[src/dcc_pkg.sv]
// Package of register map, field layout, reset values and divider limits for the dual codec block.
package dcc_pkg;
  // ----------------------------------------------------------------
  // Register offsets
  // ----------------------------------------------------------------
  localparam logic [3:0] DCC_A_PWR0 = 4'h0;
  localparam logic [3:0] DCC_A_PWR1 = 4'h1;
  localparam logic [3:0] DCC_A_MIX0 = 4'h2;
  localparam logic [3:0] DCC_A_MIX1 = 4'h3;
  localparam logic [3:0] DCC_A_OSC0 = 4'h4;
  localparam logic [3:0] DCC_A_OSC1 = 4'h5;
  localparam logic [3:0] DCC_A_SMP0 = 4'h6;
  localparam logic [3:0] DCC_A_SMP1 = 4'h7;
  localparam logic [3:0] DCC_A_GLB = 4'h8;
  localparam logic [3:0] DCC_A_TST = 4'h9;
  localparam logic [3:0] DCC_A_RSV6 = 4'hA;
  localparam logic [3:0] DCC_A_RSV7 = 4'hB;
  localparam logic [3:0] DCC_A_LOCK = 4'hF;
  // ----------------------------------------------------------------
  // Field positions
  // ----------------------------------------------------------------
  localparam int DCC_B_RSVA = 6;
  localparam int DCC_B_RLOOP = 5;
  localparam int DCC_B_DIGITAL_LOOPBACK = 4;
  localparam int DCC_B_CODEC_POWER_DOWN = 3;
  localparam int DCC_B_CLR = 2;
  localparam int DCC_B_LINE_DRIVER_ENABLE = 1;
  localparam int DCC_B_LLOOP = 0;
  localparam int DCC_B_MSEL = 6;
  localparam int DCC_B_SWRST = 4;
  localparam int DCC_B_SSEL = 2;
  // ----------------------------------------------------------------
  // Reset values and limits
  // ----------------------------------------------------------------
  localparam logic [6:0] DCC_R_PWR = 7'h0C;
  localparam logic [6:0] DCC_R_MIX = 7'h00;
  localparam logic [5:0] DCC_R_OSDIV = 6'h10;
  localparam logic [5:0] DCC_MIN_OSDIV = 6'h07;
  localparam logic [6:0] DCC_R_SCDIV = 7'h33;
  localparam logic [6:0] DCC_MIN_SCDIV = 7'h33;
  localparam logic [1:0] DCC_R_SYSDIV = 2'h2;
  localparam logic [7:0] DCC_LOCK_VAL = 8'h55;
  localparam int DCC_XTAL_PER_SYS = 7;
  localparam int DCC_XTAL_PER_MCLK = 8;
endpackage

[src/dcc_if.sv]
// Interface joining the host controller to the dual codec register bank.
`timescale 1ns/1ps
interface dcc_if;
  logic [3:0] addr;
  logic [7:0] wdata;
  logic wr;
  logic rd;
  logic [7:0] rdata;
  modport dev (input addr, input wdata, input wr, input rd, output rdata);
  modport host (output addr, output wdata, output wr, output rd, input rdata);
endinterface

[src/dcc_device.sv]
// Dual codec register bank with clock dividers and per-codec control outputs.
//
// Chosen here: the address-and-strobe port.
`timescale 1ns/1ps
module dcc_device
  import dcc_pkg::*;
(
  input wire logic clk_in, // crystal-derived clock
  input wire logic sys_rst_in, // async reset, active high
  dcc_if.dev bus, // register port
  input wire logic [1:0] mclk_in, // codec master clocks, synchronous
  output logic [1:0] osr_tick_out, // oversampling clock enable per codec
  output logic [1:0] fs_tick_out, // sample clock enable per codec
  output logic sys_tick_out, // system clock enable
  output logic [1:0] remote_loop_out, // remote analog loopback
  output logic [1:0] digital_loop_out, // digital loopback
  output logic [1:0] clear_out, // datapath clear
  output logic [1:0] power_down_out, // codec power down
  output logic [1:0] line_drv_en_out, // line driver enable
  output logic [1:0] local_loop_out // local analog loopback
);
  // ----------------------------------------------------------------
  // Register state
  // ----------------------------------------------------------------
  logic [6:0] pwr [2];
  logic [6:0] mix [2];
  logic [5:0] osdiv [2];
  logic [1:0] msel;
  logic [6:0] scdiv [2];
  logic [1:0] sysdiv;
  logic ssel;
  logic [2:0] tstw;
  logic swrst;
  logic rst_all;
  logic [1:0] mclk_q;
  assign rst_all = sys_rst_in | swrst;

  // Software reset pulses one cycle and then clears itself.
  always_ff @(posedge clk_in or posedge sys_rst_in) begin
    if (sys_rst_in) begin
      swrst <= 1'b0;
    end else begin
      swrst <= bus.wr && bus.addr == DCC_A_GLB && bus.wdata[DCC_B_SWRST];
    end
  end

  // Global registers exist once and are reached through the one register port.
  always_ff @(posedge clk_in or posedge rst_all) begin
    if (rst_all) begin
      sysdiv <= DCC_R_SYSDIV;
      ssel <= 1'b0;
      tstw <= 3'h0;
    end else if (bus.wr && bus.addr == DCC_A_GLB) begin
      sysdiv <= bus.wdata[1:0];
      ssel <= bus.wdata[DCC_B_SSEL];
    end else if (bus.wr && bus.addr == DCC_A_TST) begin
      tstw <= bus.wdata[2:0];
    end
  end

  // ----------------------------------------------------------------
  // Per-codec registers and clock dividers
  // ----------------------------------------------------------------
  generate
    for (genvar c = 0; c < 2; c++) begin : g_codec
      logic [5:0] os_cnt;
      logic [7:0] fs_cnt;
      logic osr_en;
      logic [7:0] fs_top;
      always_ff @(posedge clk_in or posedge rst_all) begin
        if (rst_all) begin
          pwr[c] <= DCC_R_PWR;
          mix[c] <= DCC_R_MIX;
          osdiv[c] <= DCC_R_OSDIV;
          msel[c] <= 1'b0;
          scdiv[c] <= DCC_R_SCDIV;
        end else if (bus.wr) begin
          if (bus.addr == DCC_A_PWR0 + 4'(c)) begin
            pwr[c] <= bus.wdata[6:0];
          end
          if (bus.addr == DCC_A_MIX0 + 4'(c)) begin
            mix[c] <= bus.wdata[6:0];
          end
          if (bus.addr == DCC_A_OSC0 + 4'(c)) begin
            osdiv[c] <= bus.wdata[5:0];
            msel[c] <= bus.wdata[DCC_B_MSEL];
          end
          if (bus.addr == DCC_A_SMP0 + 4'(c)) begin
            scdiv[c] <= (bus.wdata[6:0] < DCC_MIN_SCDIV) ? DCC_MIN_SCDIV
                        : bus.wdata[6:0];
          end
        end
      end
      // Oversampling tick: crystal divided by the divider, or the master clock.
      assign osr_en = msel[c] ? (mclk_in[c] & ~mclk_q[c]) : (os_cnt == 6'h00);
      always_ff @(posedge clk_in or posedge rst_all) begin
        if (rst_all) begin
          os_cnt <= 6'h00;
        end else if (os_cnt == 6'h00) begin
          os_cnt <= osdiv[c] - 6'h01;
        end else begin
          os_cnt <= os_cnt - 6'h01;
        end
      end
      // Sample tick spans twice the divider count of oversampling ticks.
      assign fs_top = {scdiv[c], 1'b0} - 8'h01;
      always_ff @(posedge clk_in or posedge rst_all) begin
        if (rst_all) begin
          fs_cnt <= 8'h00;
          osr_tick_out[c] <= 1'b0;
          fs_tick_out[c] <= 1'b0;
        end else begin
          osr_tick_out[c] <= osr_en && !pwr[c][DCC_B_CODEC_POWER_DOWN];
          fs_tick_out[c] <= osr_en && !pwr[c][DCC_B_CODEC_POWER_DOWN] && fs_cnt == 8'h00;
          if (osr_en) begin
            fs_cnt <= (fs_cnt == 8'h00) ? fs_top : fs_cnt - 8'h01;
          end
        end
      end
      always_ff @(posedge clk_in or posedge rst_all) begin
        if (rst_all) begin
          remote_loop_out[c] <= 1'b0;
          digital_loop_out[c] <= 1'b0;
          clear_out[c] <= 1'b1;
          power_down_out[c] <= 1'b1;
          line_drv_en_out[c] <= 1'b0;
          local_loop_out[c] <= 1'b0;
        end else begin
          remote_loop_out[c] <= pwr[c][DCC_B_RLOOP];
          digital_loop_out[c] <= pwr[c][DCC_B_DIGITAL_LOOPBACK];
          clear_out[c] <= pwr[c][DCC_B_CLR];
          power_down_out[c] <= pwr[c][DCC_B_CODEC_POWER_DOWN];
          line_drv_en_out[c] <= pwr[c][DCC_B_LINE_DRIVER_ENABLE];
          local_loop_out[c] <= pwr[c][DCC_B_LLOOP];
        end
      end
    end
  endgenerate

  always_ff @(posedge clk_in or posedge sys_rst_in) begin
    if (sys_rst_in) begin
      mclk_q <= 2'b00;
    end else begin
      mclk_q <= mclk_in;
    end
  end

  // ----------------------------------------------------------------
  // System clock divider: ratios 1, 3/2, 2 and 3
  // ----------------------------------------------------------------
  logic [2:0] sys_ph;
  logic sys_hit;
  always_comb begin
    case (sysdiv)
      2'h0: sys_hit = 1'b1;
      2'h1: sys_hit = (sys_ph != 3'h2) && (sys_ph != 3'h5);
      2'h2: sys_hit = sys_ph[0];
      2'h3: sys_hit = (sys_ph == 3'h2) || (sys_ph == 3'h5);
      default: sys_hit = 1'b0;
    endcase
  end
  always_ff @(posedge clk_in or posedge rst_all) begin
    if (rst_all) begin
      sys_ph <= 3'h0;
      sys_tick_out <= 1'b0;
    end else begin
      sys_ph <= (sys_ph == 3'h5) ? 3'h0 : sys_ph + 3'h1;
      sys_tick_out <= sys_hit;
    end
  end

  // ----------------------------------------------------------------
  // Read port: data one cycle after the strobe, bit 7 always zero
  // ----------------------------------------------------------------
  always_ff @(posedge clk_in or posedge sys_rst_in) begin
    if (sys_rst_in) begin
      bus.rdata <= 8'h00;
    end else if (bus.rd) begin
      case (bus.addr)
        DCC_A_PWR0: bus.rdata <= {1'b0, pwr[0]};
        DCC_A_PWR1: bus.rdata <= {1'b0, pwr[1]};
        DCC_A_MIX0: bus.rdata <= {1'b0, mix[0]};
        DCC_A_MIX1: bus.rdata <= {1'b0, mix[1]};
        DCC_A_OSC0: bus.rdata <= {1'b0, msel[0], osdiv[0]};
        DCC_A_OSC1: bus.rdata <= {1'b0, msel[1], osdiv[1]};
        DCC_A_SMP0: bus.rdata <= {1'b0, scdiv[0]};
        DCC_A_SMP1: bus.rdata <= {1'b0, scdiv[1]};
        DCC_A_GLB: bus.rdata <= {5'h00, ssel, sysdiv};
        DCC_A_TST: bus.rdata <= {5'h00, tstw};
        DCC_A_LOCK: bus.rdata <= DCC_LOCK_VAL;
        default: bus.rdata <= 8'h00;
      endcase
    end else begin
      bus.rdata <= 8'h00;
    end
  end
endmodule

[src/flat_wrapper.sv]
// flat-port wrapper written by rule: the top's interface ports become plain ports
module dcc_device_flat import dcc_pkg::*;
  (clk_in, sys_rst_in, mclk_in, osr_tick_out, fs_tick_out, sys_tick_out, remote_loop_out, digital_loop_out, clear_out, power_down_out, line_drv_en_out, local_loop_out, bus_addr, bus_wdata, bus_wr, bus_rd, bus_rdata);
  dcc_if bus_i ();
  input wire logic clk_in;
  input wire logic sys_rst_in;
  input wire logic [1:0] mclk_in;
  output logic [1:0] osr_tick_out;
  output logic [1:0] fs_tick_out;
  output logic sys_tick_out;
  output logic [1:0] remote_loop_out;
  output logic [1:0] digital_loop_out;
  output logic [1:0] clear_out;
  output logic [1:0] power_down_out;
  output logic [1:0] line_drv_en_out;
  output logic [1:0] local_loop_out;
  input wire logic [$bits(bus_i.addr)-1:0] bus_addr;
  input wire logic [$bits(bus_i.wdata)-1:0] bus_wdata;
  input wire logic [$bits(bus_i.wr)-1:0] bus_wr;
  input wire logic [$bits(bus_i.rd)-1:0] bus_rd;
  output wire logic [$bits(bus_i.rdata)-1:0] bus_rdata;
  assign bus_i.addr = bus_addr;
  assign bus_i.wdata = bus_wdata;
  assign bus_i.wr = bus_wr;
  assign bus_i.rd = bus_rd;
  assign bus_rdata = bus_i.rdata;
  dcc_device u_core (.clk_in(clk_in), .sys_rst_in(sys_rst_in), .bus(bus_i), .mclk_in(mclk_in), .osr_tick_out(osr_tick_out), .fs_tick_out(fs_tick_out), .sys_tick_out(sys_tick_out), .remote_loop_out(remote_loop_out), .digital_loop_out(digital_loop_out), .clear_out(clear_out), .power_down_out(power_down_out), .line_drv_en_out(line_drv_en_out), .local_loop_out(local_loop_out));
endmodule
[config.mk]
export PLATFORM = sky130hd
export DESIGN_NAME = dcc_device_flat
export DESIGN_NICKNAME = d
export VERILOG_FILES = /design/src/dcc_pkg.sv /design/src/dcc_if.sv /design/src/dcc_device.sv /design/src/flat_wrapper.sv
export SDC_FILE = /design/constraint.sdc
export NUM_CORES = 1
export LEC_CHECK = 0
export BUFFER_PORTS_ARGS = -buffer_cell sky130_fd_sc_hd__buf_4
export CORE_UTILIZATION = 54
export CTS_BUF_LIST = sky130_fd_sc_hd__clkbuf_16
export CTS_CLUSTER_DIAMETER = 30
export DETAILED_ROUTE_END_ITERATION = 6
export PLACE_DENSITY = 0.76
export SYNTH_ARGS = -nofsm -noshare
export SYNTH_HDL_FRONTEND = slang
export SYNTH_SLANG_ARGS = --single-unit
export TNS_END_PERCENT = 5
[constraint.sdc]
create_clock -name clk_in -period 7.28 [get_ports clk_in]
set_clock_uncertainty 0.1 [all_clocks]
set_input_delay 0.728 -clock clk_in [delete_from_list [all_inputs] [get_ports clk_in]]
set_output_delay 0.728 -clock clk_in [all_outputs]
set_load 0.02 [all_outputs]
# [After elaboration in Yosys (flattened, before gate mapping)]
# Index checks and enable logic that the tools add are counted.
[totals] register_bits=120 output_inout_bits=25 word_cells=108
[classes] add_sub_neg=9 order_cmp=1 eq_ne=17 n_mux=11 bitwise_logic=6 reduce_logical=26
[ops] cell="$pmux 7 s11" count=1
[ops] cell="$sub 8x1->8 const B" count=4
[ops] cell="$sub 6x1->6 const B" count=4
[ops] cell="$reduce_and 2->1" count=9
[ops] cell="$eq 4x3->1 const B" count=4
[ops] cell="$logic_not 8->1" count=2
[ops] cell="$mux 8" count=2
[ops] cell="$mux 7" count=2
[ops] cell="$eq 4x4->1 const B" count=3
[ops] cell="$logic_not 6->1" count=2
[ops] cell="$mux 6" count=2
[ops] cell="$eq 4x2->1 const B" count=2
[ops] cell="$logic_and 1x1->1" count=8
[ops] cell="$lt 7x6->1 const B" count=1
[ops] cell="$eq 2x2->1 const B" count=2
[ops] cell="$eq 4x1->1 const B" count=1
[ops] cell="$logic_not 4->1" count=1
[ops] cell="$pmux 1 s4" count=1
[ops] cell="$add 3x1->3 const B" count=1
[ops] cell="$eq 3x2->1 const B" count=1
[ops] cell="$eq 3x3->1 const B" count=1
[ops] cell="$mux 3" count=1
[ops] cell="$ne 3x2->1 const B" count=1
[ops] cell="$ne 3x3->1 const B" count=1
[ops] cell="other kinds (8)" count=13

# [Logic depth before layout (Yosys ltp)]
# Gate-level depths: netlist (run 1).
[depth] word_depth=5 depth_mapped=8 depth_no_buf=7

# [Worst setup path before layout (run 1)]
# No wires, ideal clock.
[synth_path] path_type="flip-flop to flip-flop" from="reg u_core.g_codec[0].os_cnt[3]" to="reg u_core.g_codec[0].os_cnt[4]" setup_ps=132 t_arrival_ps=2031 required_time_ps=7048 path_slack_ps=5017 stages_incl_launch_ff=9 n_path_buf=1 synth_period_minus_slack_ps=2263 path_cell_list="dfrtp_1 -> or4_1 -> clkbuf_1 -> nor3_1 -> a21oi_1 -> ha_1 -> nor3b_1 -> a211oi_1 -> a21oi_1"
[synth_via] elab_chain_len=2 elab_cells_between_ends=3
[synth_rtl] item="from (decl)" line_no="dcc_device.sv:66" rtl="logic [5:0] os_cnt;"
[synth_rtl] item="from (signal assigned)" line_no="dcc_device.sv:100" rtl="os_cnt <= osdiv[c] - 6'h01;"
[synth_rtl] item="from (signal assigned)" line_no="dcc_device.sv:102" rtl="os_cnt <= os_cnt - 6'h01;"
[synth_rtl] item="$sub 6x1->6 or $logic_not 6->1 (tied branches)" line_no="dcc_device.sv:102, dcc_device.sv:99"
[synth_rtl] item="$mux 6 (*)" line_no="dcc_device.sv:99" rtl="end else if (os_cnt == 6'h00) begin"
# Mark *: on every way between the ends. The rest lies on a longest branch, timed or not.
# A chain may end at the register's enable or synchronous reset.

# [Worst setup path after layout (run 1)]
[layout_path] from="reg u_core.g_codec[0].fs_cnt[0]" to="reg u_core.g_codec[0].fs_cnt[3]"
[layout_via] elab_chain_len=2 elab_cells_between_ends=3
[layout_rtl] item="from (decl)" line_no="dcc_device.sv:67" rtl="logic [7:0] fs_cnt;"
[layout_rtl] item="from (signal assigned)" line_no="dcc_device.sv:116" rtl="fs_cnt <= (fs_cnt == 8'h00) ? fs_top : fs_cnt - 8'h01;"
[layout_rtl] item="$sub 8x1->8 or $logic_not 8->1 (tied branches)" line_no="dcc_device.sv:116"
[layout_rtl] item="$mux 8 (*)" line_no="dcc_device.sv:116"
# Marks and branches as above.

==> results of run 1 <==
-- registers in the layout, summed over array words and instances, names as in the netlist, 2 cells and up --
name	flops
u_core.remote_loop_out	2
u_core.bus.rdata	7
u_core.sys_ph	3
u_core.local_loop_out	2
u_core.fs_tick_out	2
u_core.msel	2
u_core.g_codec.os_cnt	12
u_core.osr_tick_out	2
u_core.osdiv	12
u_core.sysdiv	2
u_core.g_codec.fs_cnt	16
u_core.mclk_q	2
u_core.power_down_out	2
u_core.pwr	14
u_core.scdiv	14
u_core.clear_out	2
u_core.mix	14
u_core.line_drv_en_out	2
u_core.digital_loop_out	2
u_core.tstw	3
-- how the worst max path moves through the flow --
stage                                 from                           to  slack, ns  cells after the start
2_1_floorplan                   sys_rst_in   u_core.digital_loop_out[0]       0.04                      1
3_3_place_gp   u_core.g_codec[0].fs_cnt[0]  u_core.g_codec[0].fs_cnt[3]       4.85                      6
4_1_cts        u_core.g_codec[0].fs_cnt[0]  u_core.g_codec[0].fs_cnt[3]       4.71                      6
6_report       u_core.g_codec[0].fs_cnt[0]  u_core.g_codec[0].fs_cnt[3]       4.67                      6
5_1_grt        u_core.g_codec[0].fs_cnt[0]  u_core.g_codec[0].fs_cnt[3]       4.45                      6
3_5_place_dp   u_core.g_codec[0].fs_cnt[0]  u_core.g_codec[0].fs_cnt[3]       4.72                      6
-- final cells by class --
type                       count  area [sq um]
fill                         807          3580
tap                          136           170
sequential                   120          3030
inverter                      20          75.1
multi-input combinational    356          2600
clock buffer                  17           425
timing repair buffer          43           323
clock inverter                15           169
-- cell families (layout without fill, tap and decap cells) --
| logic type | Yosys count | in the layout |
|---|---|---|
| flops | 120 | 120 |
| simple gates | 141 | 141 |
| mux | 63 | 63 |
| other cells | 1 | 1 |
| fa+ha+maj | 8 | 8 |
| xor+xnor | 12 | 12 |
| buf+inv | 45 | 95 |
| compound gates | 131 | 131 |
-- cell usage after synthesis (11+ instances only) --
master    instances
xnor2_1          12
dfstp_2          19
nor3_1           18
mux2_2           61
clkbuf_1         18
nor2b_1          11
a21oi_1          22
inv_1            20
nand2_1          35
dfrtp_1         101
o21ai_0          29
nor2_1           27
-- power by group --
part	internal (W)	leakage (nW)	switching (W)
clock	0.000561	0.304	0.000284
sequential	0.000861	1.45	0.000166
combinational	0.000269	1.19	0.000291
total	0.00169	2.94	0.000740
-- per-stage QoR --
step           utilization [%]  area, sq um  setup WS (ns)
2_1_floorplan                -         5800         0.0426
3_3_place_gp              59.8         6200           4.85
3_5_place_dp              59.8         6200           4.72
4_1_cts                   65.5         6790           4.71
5_1_grt                   65.5         6790           4.45
6_report                  65.5         6790           4.67
-- critical path, stage by stage, from the launching register on --
cell and delay (ns):
dfrtp_1 0.38, inv_1 0.12, ha_1 0.15, or3b_1 0.47, nor4_1 0.78, a32oi_1 0.23
o22a_1 0.25
-- cell usage in the layout, fill, tap and decap left out, drive strengths merged, types with 6 or more instances in the layout --
cell	n
buf	43
nor3	18
nor2	27
inv	24
o31ai	8
clkbuf	17
a22oi	7
nor2b	11
mux2	61
and2	10
clkinv	6
ha	8
a22o	7
dfstp	19
a31oi	6
nand2	35
o21ai	29
a21oi	22
or3	8
nand2b	8
xnor2	12
dfrtp	101
a221oi	8
-- routing by layer --
layer	up-vias	global-route usage, %
met4	0	11.5
met3	23	5.63
met5	-	0
li1	1997	-
met1	2179	35.5
met2	129	43.2
==> out/summary.txt, run 1 <==
Simple-Gate Fraction of Synth Area -> 12.7%
via count -> 4,328
post-CTS sizing -> 0
Worst Path Arrival -> 2.80 ns
Post-Route Setup TNS -> 0 ns
synthesis-to-finish area growth -> 17.0%
status -> finished, final reports clean
Routed Antenna Nets -> 0
vias in the first global route -> 4,396
post-synthesis compound-gate area fraction -> 16.3%
hold_ws -> 0.279 ns
Final Setup Violations -> 0
Max Cap Viol -> 0
Post-synth EDFFs -> 0
reg2reg start -> u_core.g_codec[0].fs_cnt[0]
Final Max Slew Viols -> 0
CP max FO -> 8
Core Rows -> 37
Final Total Pwr -> 0.00243 W
r2r setup slk -> 4.67 ns
Syn Nets -> 547
adder-cell share of the synthesized area -> 1.72%
average cell area after synthesis -> 11.1 sq um
Setup crit end kind -> flip-flop
Yosys top cell by area -> dfrtp_1
synth top area cells -> dfrtp_1 44%, mux2_2 12%, dfstp_2 8.6%, o21ai_0 2.5%, nand2_1 2.3%
largest family of logic cells by synthesized area -> compound AO/OA/AOI/OAI gates
Post-Syn Area -> 5800 sq um
Port-buffer cells -> 40
Layout Nets -> 584
H-tree Lvls -> 4
DP Wirelength -> 9360 um
fin crit share -> 35.8%
final cell count without fillers -> 707
Core ar. -> 10,400 sq um
Worst-Margin Slew -> 0.968 ns
IO Pins -> 43
wire per inst -> 19.2 um
# clock sinks -> 120
startpoint types -> flip-flop
Required @ worst endpoint -> 7.47 ns
final number of hold-violating endpoints -> 0
maximum clock rate -> 384 MHz
RSZ-0062 raised after global routing -> no
hold_buf cts -> 0
worst relative slew slack -> 34.9%
Hold Crit Class -> input pin to asynchronous set/reset pin
1st-iter DRT viols -> 375
cell count after synthesis -> 521
Die H -> 106 um
share of layout cells above drive strength 1 -> 27.5%
1st-pass router iterations -> 5
routability cong. -> 0.892
gr usage total -> 26.9%
met3 WL -> 610 um
clk slew on worst S/H paths -> 0.05 ns
post-synthesis async set-or-reset flop share -> 100%
cts bufs inserted -> 17
reg2reg end -> u_core.g_codec[0].fs_cnt[3]
ys flop type -> dfrtp_1
synth warn -> 0
multiplexer share of the synthesized area -> 12.2%
sequential fraction of the synthesis area -> 52.1%
first-pass GRT wire length -> 22,700 um
Synth cell types -> 68
die area -> 11,200 sq um
post-CTS setup-driven buffer insertion count -> 0
worst r2r path cells -> 6
leak pwr -> 2.94 nW
TritonCTS clock tree -> yes
DR WL met2 -> 6830 um
initial antenna violation count -> 0
Starting Density -> 56.0%
DRT Wirelength -> 13,600 um
Top Layer Used -> met4
Final Critical Period -> 2.61 ns
PwrDens -> 358 nW/um^2
vias per inst -> 6.12
Synth Register Bits -> 120
Clock Latency Late Sink -> 0.41 ns
Antenna Cells -> 0
XOR/XNOR share of the synthesized area -> 1.81%
placed insts -> 675
DRT met1 WL -> 5850 um
deepest clock path buffer count -> 2
Yosys top cell area share -> 43.5%
remaining global-route overflow -> 0
Chip Width -> 106 um
Post-route DRC -> 0
Max VDD drop -> 0.000162 V
CTS Root Cell -> clkbuf_16
Setup CP Type -> flip-flop to flip-flop
largest net degree at the start of global routing -> 58
Note: power is estimated with default switching activity, not from simulation.
==> run 2, diff against run 1 <==
--- a/config.mk
+++ b/config.mk
@@ -5,12 +5,13 @@
 export SDC_FILE = /design/constraint.sdc
 export NUM_CORES = 1
 export LEC_CHECK = 0
+export ABC_AREA = 1
 export BUFFER_PORTS_ARGS = -buffer_cell sky130_fd_sc_hd__buf_4
-export CORE_UTILIZATION = 54
+export CORE_UTILIZATION = 60
 export CTS_BUF_LIST = sky130_fd_sc_hd__clkbuf_16
 export CTS_CLUSTER_DIAMETER = 30
 export DETAILED_ROUTE_END_ITERATION = 6
-export PLACE_DENSITY = 0.76
+export PLACE_DENSITY = 0.79
 export SYNTH_ARGS = -nofsm -noshare
 export SYNTH_HDL_FRONTEND = slang
 export SYNTH_SLANG_ARGS = --single-unit
==> constraint.sdc (replaced) <==
create_clock -name clk_in -period 2.5 [get_ports clk_in]
set_clock_uncertainty 0.1 [all_clocks]
set_input_delay 0.25 -clock clk_in [delete_from_list [all_inputs] [get_ports clk_in]]
set_output_delay 0.25 -clock clk_in [all_outputs]
set_load 0.02 [all_outputs]
==> run 2 against run 1 <==
- register-to-register slack worse by 4.1 ns
- area after synthesis increased by 0.95%
- first-iteration DRC count rose by 32%
- fmax up 38%
- worst hold slack worse by 0.26 ns
- critical path depth increased by 3
- global-route usage up 4.4 points
- sequential power grew to 2.7 times the previous value
- flip-flop and latch count unchanged
- cell count up 28%
- via count rose by 17%
- largest power group unchanged
==> out/summary.txt, run 2 <==
status -> finished, final reports clean
PwrDens -> 999 nW/um^2
Worst Path Arrival -> 2.06 ns
DP Wirelength -> 9830 um
Clock Latency Late Sink -> 0.42 ns
count leader, synth -> nand2_1
area of all sequential standard cells -> 3030 sq um
IO Pins -> 43
DRT Wirelength -> 14,400 um
Max VDD drop -> 0.000659 V
Die H -> 101 um
met1 GRT Util -> 41.6%
fill count -> 738
remaining global-route overflow -> 0
Top reg by flops -> u_core.g_codec.fs_cnt
Post-Route Setup TNS -> 0 ns
hold_ws -> 0.0180 ns
H-tree Lvls -> 4
Post-route DRC -> 0
Synth top cells by count -> 211 x nand2_1, 101 x dfrtp_1, 73 x inv_1, 64 x nor2_1, 44 x o21ai_1
Largest register FFs -> 16
1st-iter DRT viols -> 495
Setup crit end kind -> flip-flop
routability cong. -> 0.957
wire per inst -> 15.9 um
die area -> 10,200 sq um
cts bufs inserted -> 17
first-pass GRT wire length -> 23,800 um
sequential fraction of the synthesis area -> 51.7%
area of the multi-input gates -> 2470 sq um
Yosys top cell area share -> 43.1%
Core Rows -> 35
synth top area cells -> dfrtp_1 43%, nand2_1 14%, dfstp_2 8.5%, inv_1 4.7%, nor2_1 4.1%
average cell area after synthesis -> 8.32 sq um
via count -> 5,059
cell count after synthesis -> 704
RSZ-0062 raised after global routing -> no
commonest non-fill, non-tap cell in the layout -> nand2_1
met2 Track Usage GR -> 50.1%
Top Usage Layer GRT -> met2
fin util -> 73.5%
1st-pass router iterations -> 6
Required @ worst endpoint -> 2.68 ns
Final Total Pwr -> 0.00688 W
Setup CP Type -> flip-flop to flip-flop
# clock sinks -> 120
Antenna Cells -> 0
Routed Antenna Nets -> 0
Synth cell types -> 40
largest net degree at the start of global routing -> 58
Starting Density -> 62.5%
final number of hold-violating endpoints -> 0
startpoint types -> flip-flop
synth warn -> 0
gr usage total -> 31.4%
clk slew on worst S/H paths -> 0.05 ns
synthesis-to-finish area growth -> 17.6%
share of layout cells above drive strength 1 -> 17.8%
TritonCTS clock tree -> yes
maximum clock rate -> 530 MHz
Layout Nets -> 787
Max Cap Viol -> 0
leak pwr -> 3.41 nW
Yosys top cell by area -> dfrtp_1
worst relative slew slack -> 53.1%
initial antenna violation count -> 0
CP max FO -> 8
Final Setup Violations -> 0
vias per inst -> 5.60
most frequent cells in the layout -> 211 x nand2_1, 101 x dfrtp_1, 73 x inv_1
Worst-Margin Slew -> 0.703 ns
ys flop type -> dfrtp_1
Chip Width -> 101 um
Port-buffer cells -> 40
Syn Nets -> 730
Global Route met3 Usage -> 7.07%
CTS Root Cell -> clkbuf_16
Final Critical Period -> 1.89 ns
Post-Syn Area -> 5860 sq um
post-synthesis async set-or-reset flop share -> 100%
Final Max Slew Viols -> 0
fin crit share -> 75.5%
post-CTS sizing -> 0
Synth Register Bits -> 120
Core ar. -> 9370 sq um
Hold Crit Class -> input pin to flip-flop
vias in the first global route -> 4,832
deepest clock path buffer count -> 2
Post-synth EDFFs -> 0
-- run 2: cell types whose count changed in the layout (fill, tap and decap cells not counted), moves of 10 or more --
cell / change
nor2b_1: -11
nor3_1: -17
nand3_1: +34
mux2_2: -61
o21ai_1: +44
a21oi_1: -11
nand2_1: +176
nand4_1: +10
inv_1: +49
nor2_1: +37
-- run 2: worst paths after layout --
kind / startpoint / to / slack (ns) / cells past startpoint
setup / recovery: u_core.g_codec[1].fs_cnt[0] / u_core.g_codec[1].fs_cnt[7] / 0.61 / 9
hold / removal: bus_wdata[6] / u_core.scdiv[13] / 0.02 / 3
setup reg to reg: u_core.g_codec[1].fs_cnt[0] / u_core.g_codec[1].fs_cnt[7] / 0.61 / 9
hold reg to reg: u_core.pwr[2] / u_core.clear_out[1] / 0.27 / 0
max in group asynchronous: sys_rst_in / u_core.scdiv[10] / 1.24 / 4
min in group asynchronous: sys_rst_in / u_core.bus.rdata[1] / 0.37 / 3
-- run 2: layer usage --
metal / wire length, um / vias to the layer above
met5: 0 / -
met2: 6910 / 220
li1: - / 2396
met1: 6050 / 2395
met3: 969 / 48
met4: 442 / 0
-- run 2: power breakdown --
group / total [W] / internal, W / switching [W] / leakage, nW
sequential: 0.00280 / 0.00246 / 0.000335 / 1.47
combinational: 0.00180 / 0.000643 / 0.00116 / 1.66
clock: 0.00227 / 0.00136 / 0.000911 / 0.277
-- run 2: cells by family (layout without fill, tap and decap cells) --
kind of cell	after synthesis	after routing	synth area share, %
xor+xnor	11	11	1.64
compound gates	120	120	11.9
simple gates	354	354	26.8
other cells	1	1	0.0640
fa+ha+maj	8	8	1.71
flops	120	120	51.7
buf+inv	90	160	6.26
-- run 2: timing repair --
action / in CTS / in global routing
hold endpoints to repair: 15 / 0
hold buffers: 4 / 0
setup endpoints to repair: 0 / 0
setup buffers: 0 / 0
-- run 2: critical path, stage by stage, from the launching register on --
cell	delay (ns)
dfrtp_1	0.36
inv_1	0.12
ha_1	0.19
inv_1	0.06
nor2_1	0.15
nand4_2	0.22
inv_1	0.22
nand3_1	0.12
nand3_1	0.10
o21ai_0	0.09
-- run 2: layout make-up --
class                   count  share of cell area (%)
inverters                  80                    4.40
clock inverters            15                    1.87
multi-input cells         494                    35.9
clock buffers              17                    6.18
well taps                 129                    2.34
flip-flops and latches    120                    43.9
repair buffers             48                    5.38
-- run 2: stage by stage --
stage | cell area, sq um | std cells | setup WS [ns]
2_1_floorplan | 5870 | 704 | -0.0537
3_3_place_gp | 6290 | 867 | 0.691
3_5_place_dp | 6290 | 867 | 0.633
4_1_cts | 6890 | 903 | 0.639
5_1_grt | 6890 | 903 | 0.412
6_report | 6890 | 903 | 0.613
